### src/hdl/timer_channel_pkg.sv
/*
  Constants and carriers shared by the timer channel status block.
  Assumes a 32-bit APB bus with byte addresses and one word per register.
*/
package timer_channel_pkg;
  localparam int ADDR_W  = 8;
  localparam int VAL_W   = 16;
  localparam int N_FLAGS = 8;

  localparam logic [ADDR_W-1:0] OFS_CFG   = 8'h04;
  localparam logic [ADDR_W-1:0] OFS_COUNT = 8'h10;
  localparam logic [ADDR_W-1:0] OFS_CCA   = 8'h14;
  localparam logic [ADDR_W-1:0] OFS_CCB   = 8'h18;
  localparam logic [ADDR_W-1:0] OFS_CMPC  = 8'h1C;
  localparam logic [ADDR_W-1:0] OFS_SR    = 8'h20;
  localparam logic [ADDR_W-1:0] OFS_IER   = 8'h24;
  localparam logic [ADDR_W-1:0] OFS_IDR   = 8'h28;
  localparam logic [ADDR_W-1:0] OFS_IMR   = 8'h2C;

  localparam int SR_OVF  = 0;
  localparam int SR_LOVR = 1;
  localparam int SR_CPA  = 2;
  localparam int SR_CPB  = 3;
  localparam int SR_CPC  = 4;
  localparam int SR_LDA  = 5;
  localparam int SR_LDB  = 6;
  localparam int SR_ETRG = 7;
  localparam int SR_CLK  = 16;
  localparam int SR_MA   = 17;
  localparam int SR_MB   = 18;

  localparam int CFG_ACT_B    = 0;
  localparam int CFG_ACT_C    = 2;
  localparam int CFG_ACT_EXT  = 4;
  localparam int CFG_ACT_SOFT = 6;
  localparam int CFG_EVT_SRC  = 8;
  localparam int CFG_WAVE     = 15;

  localparam logic [1:0] ACT_NONE   = 2'h0;
  localparam logic [1:0] ACT_SET    = 2'h1;
  localparam logic [1:0] ACT_CLEAR  = 2'h2;
  localparam logic [1:0] ACT_TOGGLE = 2'h3;

  localparam logic [1:0] EVT_SRC_LINE_B = 2'h0;

  localparam logic [VAL_W-1:0]   VAL_RST   = 16'h0000;
  localparam logic [N_FLAGS-1:0] FLAG_RST  = 8'h00;
  localparam logic [N_FLAGS-1:0] MASK_RST  = 8'h00;
  // flags that only exist in one mode
  localparam logic [N_FLAGS-1:0] CAPT_ONLY = 8'h62;
  localparam logic [N_FLAGS-1:0] WAVE_ONLY = 8'h0C;

  typedef struct packed {
    logic [1:0] onSoft;
    logic [1:0] onExt;
    logic [1:0] onC;
    logic [1:0] onB;
  } lineb_act_s;

  // event pulses from the counter, clock and trigger logic
  typedef struct packed {
    logic tick;
    logic overflow;
    logic loadA;
    logic loadB;
    logic extTrigger;
    logic extEvent;
    logic softTrigger;
  } chan_evt_s;
endpackage : timer_channel_pkg

### src/hdl/line_action.sv
/*
  One step of the output line action chain: none, set, clear or toggle.
  Assumes the caller orders instances from lowest to highest priority.
*/
`timescale 1ns/10ps
module line_action
  import timer_channel_pkg::*;
(
  input  wire logic       cur,
  input  wire logic       hit,
  input  wire logic [1:0] act,
  output logic            nxt
);
  always_comb
  begin
    nxt = cur;
    if (hit)
    begin
      case (act)
        ACT_SET:    nxt = 1'b1;
        ACT_CLEAR:  nxt = 1'b0;
        ACT_TOGGLE: nxt = ~cur;
        default:    nxt = cur;
      endcase
    end
  end
endmodule : line_action

### src/hdl/timer_channel_status.sv
/*
  Timer channel status, compare/capture registers and second line actions.
  Assumes counter, clock select and trigger logic outside on the same clock,
  delivering one-cycle event pulses and the live counter value.
*/
// The placing of the registers and the APB slave port are this design's own decisions.
// What this block does
// - waveform mode: B and C matches apply none/set/clear/toggle to line B
// - external event and software trigger apply the same codes to line B
// - counter value register shows the live 16-bit count
// - registers A and B read-only in capture, read/write in waveform mode
// - register C readable and writable in both modes
// - overflow flag bit 0 sticks until status read
// - capture: load overrun bit 1 on double load without read
// - waveform: match A bit 2, match B bit 3, zero in capture
// - match C flag bit 4 in both modes, cleared by status read
// - capture: load A bit 5, load B bit 6, zero in waveform
// - external trigger flag bit 7, cleared by status read
// - bit 16 shows counter clock enabled, not cleared by read
// - bits 17 and 18 mirror lines A and B, pin or driven level
// - enable register write sets mask bits written one
// - disable register write clears mask bits written one
// - mask register reads the eight enabled sources
// - line B as event source becomes input, no waveform
// - mode bit 0 capture, 1 waveform
`timescale 1ns/10ps
module timer_channel_status
  import timer_channel_pkg::*;
(
  input  wire logic                                clk,
  input  wire logic                                arst_n,
  input  wire logic                                psel,
  input  wire logic                                penable,
  input  wire logic                                pwrite,
  input  wire logic [timer_channel_pkg::ADDR_W-1:0] paddr,
  input  wire logic [31:0]                         pwdata,
  output logic      [31:0]                         prdata,
  output logic                                     pready,
  output logic                                     pslverr,
  input  wire logic [timer_channel_pkg::VAL_W-1:0] counterValue,
  input  wire timer_channel_pkg::chan_evt_s        evt,
  input  wire logic                                counterClockOn,
  input  wire logic                                lineADriven,
  input  wire logic                                timerLineAIn,
  input  wire logic                                timerLineBIn,
  output logic                                     timerLineBOut,
  output logic                                     timerLineBOe,
  output logic                                     waveMode,
  output logic                                     irq
);
  import timer_channel_pkg::*;

  logic                setup;
  logic                access;
  logic                wrAcc;
  logic                rdAcc;
  logic [31:0]         rdNxt;
  logic                errNxt;
  logic                pready_r;
  logic [31:0]         prdata_r;
  logic                pslverr_r;
  lineb_act_s          act_r;
  logic [1:0]          evtSrc_r;
  logic                wave_r;
  logic [VAL_W-1:0]    regA_r;
  logic [VAL_W-1:0]    regB_r;
  logic [VAL_W-1:0]    regC_r;
  logic                aUnread_r;
  logic                bUnread_r;
  logic [N_FLAGS-1:0]  flags_r;
  logic [N_FLAGS-1:0]  flags_nxt;
  logic [N_FLAGS-1:0]  setEvt;
  logic [N_FLAGS-1:0]  clrMask;
  logic [N_FLAGS-1:0]  mask_r;
  logic [N_FLAGS-1:0]  mask_nxt;
  logic                irq_r;
  logic [1:0]          lineASync_r;
  logic [1:0]          lineBSync_r;
  logic                lineBOut_r;
  logic                lineBOe_r;
  logic                driveB;
  logic                matchA;
  logic                matchB;
  logic                matchC;
  logic [3:0]          hits;
  logic [7:0]          acts;
  logic [4:0]          chain;

  assign setup  = psel && !penable;
  assign access = psel && penable && pready_r;
  assign wrAcc  = access && pwrite;
  assign rdAcc  = access && !pwrite;

  // one wait-free access phase: ready rises for the cycle after setup
  always_ff @(posedge clk or negedge arst_n)
  begin
    if (!arst_n)
    begin
      pready_r  <= 1'b0;
      pslverr_r <= 1'b0;
    end
    else
    begin
      pready_r  <= setup;
      pslverr_r <= setup && errNxt;
    end
  end

  // data sampled in setup; the status clear uses exactly this snapshot
  always_ff @(posedge clk or negedge arst_n)
  begin
    if (!arst_n)
      prdata_r <= 32'h0000_0000;
    else if (setup)
      prdata_r <= pwrite ? 32'h0000_0000 : rdNxt;
  end

  always_comb
  begin
    rdNxt  = 32'h0000_0000;
    errNxt = 1'b0;
    if (paddr == OFS_CFG)
    begin
      rdNxt[CFG_ACT_B +: 8]   = act_r;
      rdNxt[CFG_EVT_SRC +: 2] = evtSrc_r;
      rdNxt[CFG_WAVE]         = wave_r;
    end
    else if (paddr == OFS_COUNT)
      rdNxt[VAL_W-1:0] = counterValue;
    else if (paddr == OFS_CCA)
      rdNxt[VAL_W-1:0] = regA_r;
    else if (paddr == OFS_CCB)
      rdNxt[VAL_W-1:0] = regB_r;
    else if (paddr == OFS_CMPC)
      rdNxt[VAL_W-1:0] = regC_r;
    else if (paddr == OFS_SR)
    begin
      rdNxt[N_FLAGS-1:0] = flags_r & ~(wave_r ? CAPT_ONLY : WAVE_ONLY);
      rdNxt[SR_CLK]      = counterClockOn;
      rdNxt[SR_MA]       = wave_r ? lineADriven : lineASync_r[1];
      rdNxt[SR_MB]       = lineBOe_r ? lineBOut_r : lineBSync_r[1];
    end
    else if (paddr == OFS_IMR)
      rdNxt[N_FLAGS-1:0] = mask_r;
    else if (paddr == OFS_IER || paddr == OFS_IDR)
      rdNxt = 32'h0000_0000;
    else
      errNxt = 1'b1;
  end

  always_ff @(posedge clk or negedge arst_n)
  begin
    if (!arst_n)
    begin
      act_r    <= '0;
      evtSrc_r <= EVT_SRC_LINE_B;
      wave_r   <= 1'b0;
    end
    else if (wrAcc && paddr == OFS_CFG)
    begin
      act_r    <= pwdata[CFG_ACT_B +: 8];
      evtSrc_r <= pwdata[CFG_EVT_SRC +: 2];
      wave_r   <= pwdata[CFG_WAVE];
    end
  end

  // capture loads win over a software write; software writes to A and B are waveform only
  always_ff @(posedge clk or negedge arst_n)
  begin
    if (!arst_n)
    begin
      regA_r <= VAL_RST;
      regB_r <= VAL_RST;
      regC_r <= VAL_RST;
    end
    else
    begin
      if (!wave_r && evt.loadA)
        regA_r <= counterValue;
      else if (wave_r && wrAcc && paddr == OFS_CCA)
        regA_r <= pwdata[VAL_W-1:0];
      if (!wave_r && evt.loadB)
        regB_r <= counterValue;
      else if (wave_r && wrAcc && paddr == OFS_CCB)
        regB_r <= pwdata[VAL_W-1:0];
      if (wrAcc && paddr == OFS_CMPC)
        regC_r <= pwdata[VAL_W-1:0];
    end
  end

  // unread tracking for overrun; a load in the read cycle keeps it pending
  always_ff @(posedge clk or negedge arst_n)
  begin
    if (!arst_n)
    begin
      aUnread_r <= 1'b0;
      bUnread_r <= 1'b0;
    end
    else
    begin
      aUnread_r <= !wave_r && (evt.loadA || (aUnread_r && !(rdAcc && paddr == OFS_CCA)));
      bUnread_r <= !wave_r && (evt.loadB || (bUnread_r && !(rdAcc && paddr == OFS_CCB)));
    end
  end

  assign matchA = wave_r && evt.tick && counterValue == regA_r;
  assign matchB = wave_r && evt.tick && counterValue == regB_r;
  assign matchC = evt.tick && counterValue == regC_r;

  always_comb
  begin
    setEvt          = '0;
    setEvt[SR_OVF]  = evt.overflow;
    setEvt[SR_LOVR] = !wave_r && ((evt.loadA && aUnread_r) || (evt.loadB && bUnread_r));
    setEvt[SR_CPA]  = matchA;
    setEvt[SR_CPB]  = matchB;
    setEvt[SR_CPC]  = matchC;
    setEvt[SR_LDA]  = !wave_r && evt.loadA;
    setEvt[SR_LDB]  = !wave_r && evt.loadB;
    setEvt[SR_ETRG] = evt.extTrigger;
  end

  // only bits actually reported are cleared, so a set never gets lost
  assign clrMask = (rdAcc && paddr == OFS_SR) ? prdata_r[N_FLAGS-1:0] : '0;

  always_comb
  begin
    flags_nxt = (flags_r & ~clrMask) | setEvt;
    if (wave_r)
      flags_nxt = flags_nxt & ~CAPT_ONLY;
    else
      flags_nxt = flags_nxt & ~WAVE_ONLY;
  end

  always_ff @(posedge clk or negedge arst_n)
  begin
    if (!arst_n)
      flags_r <= FLAG_RST;
    else
      flags_r <= flags_nxt;
  end

  always_comb
  begin
    mask_nxt = mask_r;
    if (wrAcc && paddr == OFS_IER)
      mask_nxt = mask_r | pwdata[N_FLAGS-1:0];
    else if (wrAcc && paddr == OFS_IDR)
      mask_nxt = mask_r & ~pwdata[N_FLAGS-1:0];
  end

  always_ff @(posedge clk or negedge arst_n)
  begin
    if (!arst_n)
    begin
      mask_r <= MASK_RST;
      irq_r  <= 1'b0;
    end
    else
    begin
      mask_r <= mask_nxt;
      irq_r  <= |(flags_nxt & mask_nxt);
    end
  end

  // pins come from outside the clock domain
  always_ff @(posedge clk or negedge arst_n)
  begin
    if (!arst_n)
    begin
      lineASync_r <= 2'b00;
      lineBSync_r <= 2'b00;
    end
    else
    begin
      lineASync_r <= {lineASync_r[0], timerLineAIn};
      lineBSync_r <= {lineBSync_r[0], timerLineBIn};
    end
  end

  assign driveB = wave_r && evtSrc_r != EVT_SRC_LINE_B;
  // lowest priority first: B match, C match, external event, software trigger
  assign hits   = {evt.softTrigger, evt.extEvent, matchC, matchB} & {4{driveB}};
  assign acts   = {act_r.onSoft, act_r.onExt, act_r.onC, act_r.onB};
  assign chain[0] = lineBOut_r;

  genvar gi;
  generate
    for (gi = 0; gi < 4; gi++)
    begin : g_act
      line_action u_act
      (
        .cur (chain[gi]),
        .hit (hits[gi]),
        .act (acts[2*gi +: 2]),
        .nxt (chain[gi+1])
      );
    end
  endgenerate

  always_ff @(posedge clk or negedge arst_n)
  begin
    if (!arst_n)
    begin
      lineBOut_r <= 1'b0;
      lineBOe_r  <= 1'b0;
    end
    else
    begin
      lineBOut_r <= chain[4];
      lineBOe_r  <= driveB;
    end
  end

  assign prdata        = prdata_r;
  assign pready        = pready_r;
  assign pslverr       = pslverr_r;
  assign timerLineBOut = lineBOut_r;
  assign timerLineBOe  = lineBOe_r;
  assign waveMode      = wave_r;
  assign irq           = irq_r;
endmodule : timer_channel_status

### config.mk
export PLATFORM = sky130hd
export DESIGN_NAME = timer_channel_status
export DESIGN_NICKNAME = d
export VERILOG_FILES = /design/src/hdl/timer_channel_pkg.sv /design/src/hdl/line_action.sv /design/src/hdl/timer_channel_status.sv
export SDC_FILE = /design/constraint.sdc
export NUM_CORES = 1
export LEC_CHECK = 0
export BUFFER_PORTS_ARGS = -buffer_cell sky130_fd_sc_hd__clkbuf_2
export CAP_MARGIN = 20
export CORE_MARGIN = 5
export CORE_UTILIZATION = 56
export DETAILED_ROUTE_END_ITERATION = 12
export GPL_ROUTABILITY_DRIVEN = 0
export PLACE_DENSITY = 0.8
export SLEW_MARGIN = 20
export SYNTH_ARGS = -nofsm -noshare
export SYNTH_HDL_FRONTEND = slang
export SYNTH_SLANG_ARGS = --single-unit
### constraint.sdc
create_clock -name clk -period 2.2 [get_ports clk]
set_input_delay 0.44 -clock clk [delete_from_list [all_inputs] [get_ports clk]]
set_output_delay 0.44 -clock clk [all_outputs]
set_load 0.05 [all_outputs]
# ---- Word-level counts from Yosys, hierarchy flattened
# Cells that the tools add are included.
dict set report word_totals {
  reg_bits 118
  word_cells 145
  inputBits 72
  out_inout_bits 38
}
dict set report classes {
  bitwise_logic 14
  n_eq_ne 24
  muxes 43
  n_reduce_logical 43
}
# operator n
set op_table {}
lappend op_table {{$mux W16} 10}
lappend op_table {{$eq A16 B16 Y1} 3}
lappend op_table {{$mux W8} 5}
lappend op_table {{$and A8 B8 Y8} 4}
lappend op_table {{$eq A8 B5 Y1 const B} 4}
lappend op_table {{$eq A8 B6 Y1 const B} 4}
lappend op_table {{$mux W32} 1}
lappend op_table {{$logic_and A1 B1 Y1} 30}
lappend op_table {{$eq A2 B2 Y1 const B} 8}
lappend op_table {{$not A8 Y8} 2}
lappend op_table {{$or A8 B8 Y8} 2}
lappend op_table {{$mux W1} 15}
lappend op_table {{$mux W7} 2}
lappend op_table {{$mux W3} 4}
lappend op_table {{$pmux W1 S3} 4}
lappend op_table {{$mux W10} 1}
lappend op_table {{$eq A2 B1 Y1 const B} 4}
lappend op_table {{$eq A8 B3 Y1 const B} 1}
lappend op_table {{$not A7 Y8} 1}
lappend op_table {{$reduce_or A8 Y1} 1}
lappend op_table {{$reduce_bool A2 Y1} 3}
lappend op_table {{$logic_not A1 Y1} 5}
lappend op_table {{$mux W5} 1}
lappend op_table {{$and A4 B4 Y4} 1}
lappend op_table {{other kinds (2)} 8}

# ---- Longest topological paths before layout
dict set report logic_depth {
  ltp_word 13
  depth_mapped 9
  ltp_nobuf 7
}

# ---- By module
# A second synthesis with hierarchy kept.
dict set report unflattened {
  cells_unflattened 619
  area_unflattened_um2 5868.1
}
# mod cells_each area_each_um2 n_inst
set modules_own_cells {}
lappend modules_own_cells {timer_channel_status 611 5823.1 1}
lappend modules_own_cells {line_action 2 11.3 4}

# ---- Worst setup path after synthesis
# OpenSTA, ideal clock, no wires.
dict set report synth_path {
  path_kind {input port to flip-flop}
  startpoint {input port paddr[4] in the netlist's numbering}
  endpoint {register irq_r, in the netlist irq}
  setup_time_ns 0.138
  cell_stages 8
  arrival_ns 2.370
  setup_slack_ns -0.308
  cell_sequence {or4b_4 -> buf_6 -> nor4_4 -> nand2_1 -> a222oi_1 -> a211oi_1 -> a2111oi_1 -> nand3_1}
}
dict set report synth_via {
  elab_chain_len 9
}
# item line_no
set synth_rtl {}
lappend synth_rtl {{from (decl)} timer_channel_status.sv:35} ;# input wire logic [timer_channel_pkg::ADDR_W-1:0] paddr,
lappend synth_rtl {{$eq A8 B6 Y1} timer_channel_status.sv:224} ;# assign clrMask = (rdAcc && paddr == OFS_SR) ? prdata_r[N_FLAGS-1:0] : '0;
lappend synth_rtl {{$logic_and A1 B1 Y1} timer_channel_status.sv:224}
lappend synth_rtl {{$mux W8} timer_channel_status.sv:224}
lappend synth_rtl {{$not A8 Y8} timer_channel_status.sv:228} ;# flags_nxt = (flags_r & ~clrMask) | setEvt;
lappend synth_rtl {{$and A8 B8 Y8} timer_channel_status.sv:228}
lappend synth_rtl {{$or A8 B8 Y8} timer_channel_status.sv:228}
lappend synth_rtl {{$mux W7} timer_channel_status.sv:229} ;# if (wave_r)
lappend synth_rtl {{$and A8 B8 Y8 (*)} timer_channel_status.sv:262} ;# irq_r <= |(flags_nxt & mask_nxt);
lappend synth_rtl {{$reduce_or A8 Y1 (*)} timer_channel_status.sv:262}
lappend synth_rtl {{to (signal assigned)} timer_channel_status.sv:262}
lappend synth_rtl {{to (decl)} timer_channel_status.sv:76} ;# logic irq_r;
# Mark *: on every way between the ends. The rest lies on a longest branch, timed or not.
# A chain may end at the register's enable or synchronous reset.

# ---- Final worst setup path
dict set report layout_path {
  startpoint {input port paddr[4] in the netlist's numbering}
  endpoint {register prdata_r[14], in the netlist prdata[14]}
}
dict set report layout_via {
  elab_chain_len 7
}
# item line_no
set layout_rtl {}
lappend layout_rtl {{$eq A8 B5 Y1} timer_channel_status.sv:134} ;# else if (paddr == OFS_CMPC)
lappend layout_rtl {{$mux W16} timer_channel_status.sv:134}
lappend layout_rtl {{$mux W16} timer_channel_status.sv:132} ;# else if (paddr == OFS_CCB)
lappend layout_rtl {{$mux W16} timer_channel_status.sv:130} ;# else if (paddr == OFS_CCA)
lappend layout_rtl {{$mux W16} timer_channel_status.sv:128} ;# else if (paddr == OFS_COUNT)
lappend layout_rtl {{$mux W5 (*)} timer_channel_status.sv:122} ;# if (paddr == OFS_CFG)
lappend layout_rtl {{$mux W32 (*)} timer_channel_status.sv:115} ;# prdata_r <= pwrite ? 32'h0000_0000 : rdNxt;
lappend layout_rtl {{to (signal assigned)} timer_channel_status.sv:115}
lappend layout_rtl {{to (decl)} timer_channel_status.sv:60} ;# logic [31:0] prdata_r;
# Marks and branches as above.

==> flow_metrics.py <==
metrics = {
    "yosys": {
        "synthTopCellsByArea": "dfrtp_1, mux2i_1, nand2_1, mux2_2, o21ai_0",
        "postSynthCellCount": 630,
        "synth.most_common_cell": "dfrtp_1",
        "avgSynthCellArea_um2": 9.422,
        "synth_top_area_share": 0.4427,
        "ys_ff_latch": 105,
        "synth_seq_area_share": 0.4427,
        "synth-edff-count": 0,
        "synthTopCellsByCount": "dfrtp_1, nand2_1, o21ai_0",
        "synth_top_area_cell": "dfrtp_1",
        "ys.flop_type": "dfrtp_1",
        "synth_warnings": 0,
        "synth.distinct_cells": 53,
        "synthesis.area_um2": 5936,
        "async_flop_share": 1.000,
    },
    "final_layout": {
        "syn2layout_area_growth_pct": 20.49,
        "antenna_cells": 0,
        "fin_util": 0.6928,
        "drive_gt1_frac": 0.2853,
        "finalNonFillerCells": 886,
        "nFillCells": 775,
        "final_nets": 818,
    },
    "place": {
        "dp.cells": 870,
        "dpl.hpwl_um": 13650,
        "io_buffer_count": 80,
    },
    "floorplanning": {
        "die_x_um": 113.0,
        "ios": 110,
        "die_area_um2": 12760,
        "die_h_um": 113.0,
        "rows": 37,
        "core_um2": 10320,
        "initial_core_util": 0.5750,
    },
    "clock_tree": {
        "cts_tree": "built",
        "path_clk_slew_ns": 0.09,
        "htree_levels": 3,
        "insertion_delay_ns": 0.37,
        "numClockSinks": 105,
        "clockBufferDepth": 2,
        "cts_hold_buffers": 0,
        "cts_buffers": 9,
        "root_buffer": "clkbuf_8",
    },
    "run_status": {
        "status": "completed",
    },
    "critical_path": {
        "required_ns": 2.49,
        "critPathTopFamily": "simple AND/OR/NAND/NOR gates",
        "startpoint_type": "input pin",
        "cp_slowest_cell": "or4b_2",
        "path_max_fanout": 11,
        "cp.arrival_ns": 2.48,
        "worst-path-buf-inv": 5,
        "slowest_delay_ns": 0.66,
        "path_class": "in -> reg",
        "cp-end-kind": "flop",
        "cp_common_cell": "buf_4",
        "path_cells": "buf_6 -> buf_4 -> buf_4 -> or4b_2 -> buf_4 -> nor2_1 -> buf_4 -> a22o_1 -> a221oi_1 -> o21ai_0",
    },
    "job": {
        "maxCapViolCount": 0,
    },
    "sta": {
        "final-hold-violation-count": 0,
        "skew_ns": 0.007051,
        "holdWs_ns": 0.02788,
        "rsz0062_at_grt": "true",
        "setup_violations": 0,
        "drv_slew": 0,
        "setup_tns_ns": 0,
        "final.min_clock_period_ns": 2.189,
        "tightest_slew_ns": 0.5450,
        "post-route-period-util": 0.9951,
        "fmax_mhz": 456.8,
        "slew_headroom": 0.6339,
    },
    "power_and_ir_drop": {
        "p_leak_nw": 3.474,
        "ir_drop_mv": 0.2903,
        "cellPowerDensity_nw_per_um2": 563.4,
    },
    "route": {
        "wl_per_cell_um": 20.74,
        "drtIter0Drc": 603,
        "vias": 5480,
        "drc": 0,
        "wl_um": 18380,
        "drtAntennaViolNets": 0,
        "firstDrtPassIters": 5,
        "avgViaCountPerCell": 6.185,
    },
    "global_route": {
        "grt_usage": 0.2887,
        "antenna_found_initial": 0,
        "first_global_vias": 5525,
        "grt-ovfl-total": 0,
        "grt_pass1_wl_um": 28820,
        "grt_max_degree": 41,
    },
    "min_path": {
        "timing.hold.worst.class": "in -> async",
    },
}
-- flip-flops by register name, indices dropped and copies added (netlist names), 2 cells and up --
| signal | count |
|---|---|
| regB_r | 16 |
| act_r | 8 |
| regA_r | 16 |
| lineBSync_r | 2 |
| prdata | 19 |
| mask_r | 8 |
| evtSrc_r | 2 |
| flags_r | 8 |
| regC_r | 16 |
| lineASync_r | 2 |
-- metal layers --
| metal | vias up | GRT usage | wire length (um) |
|---|---|---|---|
| li1 | 2433 | - | - |
| met1 | 2638 | 0.3803 | 7263 |
| met2 | 345 | 0.4585 | 8605 |
| met3 | 64 | 0.05829 | 1771 |
| met4 | 0 | 0.1362 | 739 |
| met5 | - | 0 | 0 |
-- metrics by stage --
step	setup WS, ns	area [um2]	total power [mW]
2_1_floorplan	-0.2949	6006	2.460
3_3_place_gp	-0.3856	6899	2.693
3_5_place_dp	-0.4020	6899	2.716
4_1_cts	0.00001288	7114	4.019
5_1_grt	-0.1675	7152	4.175
6_report	0.01078	7152	4.030
-- layout by cell type, fill, tap and decap left out, types with 2 or more instances in the layout --
cell	instances
a21boi_0	4
xnor2_1	20
a221oi_1	6
nor2b_1	2
buf_6	2
a222oi_1	3
conb_1	13
clkbuf_2	78
clkbuf_1	2
a31oi_1	7
inv_1	6
o21ai_0	67
a21oi_1	27
and2_1	2
buf_4	66
a32oi_1	4
nor3_1	9
a31oi_2	2
nand2b_1	3
buf_12	5
nand4_1	9
a21o_1	14
a22oi_1	13
clkbuf_8	10
nor4_4	2
a22o_1	6
nand2_1	93
mux2i_1	37
nor2_1	34
bufinv_16	2
mux2_2	30
nand3_1	8
xor2_1	28
nor4_1	4
dfrtp_1	104
-- kinds of logic after synthesis --
| family | share of synthesized area |
|---|---|
| mux | 0.1231 |
| other cells | 0.0006318 |
| flops | 0.4427 |
| buf+inv | 0.05038 |
| compound gates | 0.1707 |
| simple gates | 0.1417 |
| xor+xnor | 0.07083 |
-- final timing paths --
path                                          start                       end  slack, ns  cells after the start
setup / recovery                           paddr[4]    prdata[14]$_DFFE_PN0P_       0.01                     10
hold / removal                               arst_n    regC_r[13]$_DFFE_PN0P_       0.03                      1
setup reg to reg              regC_r[3]$_DFFE_PN0P_   timerLineBOut$_DFF_PN0_       0.07                      7
hold reg to reg            lineBSync_r[0]$_DFF_PN0_  lineBSync_r[1]$_DFF_PN0_       0.36                      0
max in group asynchronous                    arst_n    regA_r[10]$_DFFE_PN0P_       1.55                      2
min in group clk                       timerLineBIn  lineBSync_r[0]$_DFF_PN0_       0.17                      1
-- worst register-to-register path, cell delays in order, from the launching register on --
cell	delay (ns)
dfrtp_1	0.42
xor2_1	0.20
nor4_2	0.32
and3_2	0.32
nand4_1	0.16
mux2i_1	0.26
mux2i_1	0.22
a31oi_1	0.10
-- area by class of cell --
cell class	count	area [um2]	area share
Multi-Input combinational cell	473	3112	0.4351
Sequential cell	105	2629	0.3676
Timing Repair Buffer	151	1008	0.1410
Tap cell	136	170.2	0.02379
Clock buffer	12	145.1	0.02029
Clock inverter	3	65.06	0.009097
Inverter	6	22.52	0.003149
-- power breakdown --
part	leakage, nW	internal [mW]	total, mW	switching, mW
Clock	0.106	0.667	1.33	0.662
Sequential	1.36	2.00	2.07	0.0701
Combinational	2.01	0.229	0.629	0.401
Total	3.47	2.90	4.03	1.13
-- timing repair --
action                                  CTS  global route
pin swaps                                 1             1
buffers inserted                          0             1
endpoints found under the setup margin    1            10
gates resized for setup                   1             6
gates cloned                              0             0
(Power assumes the default switching activity.)
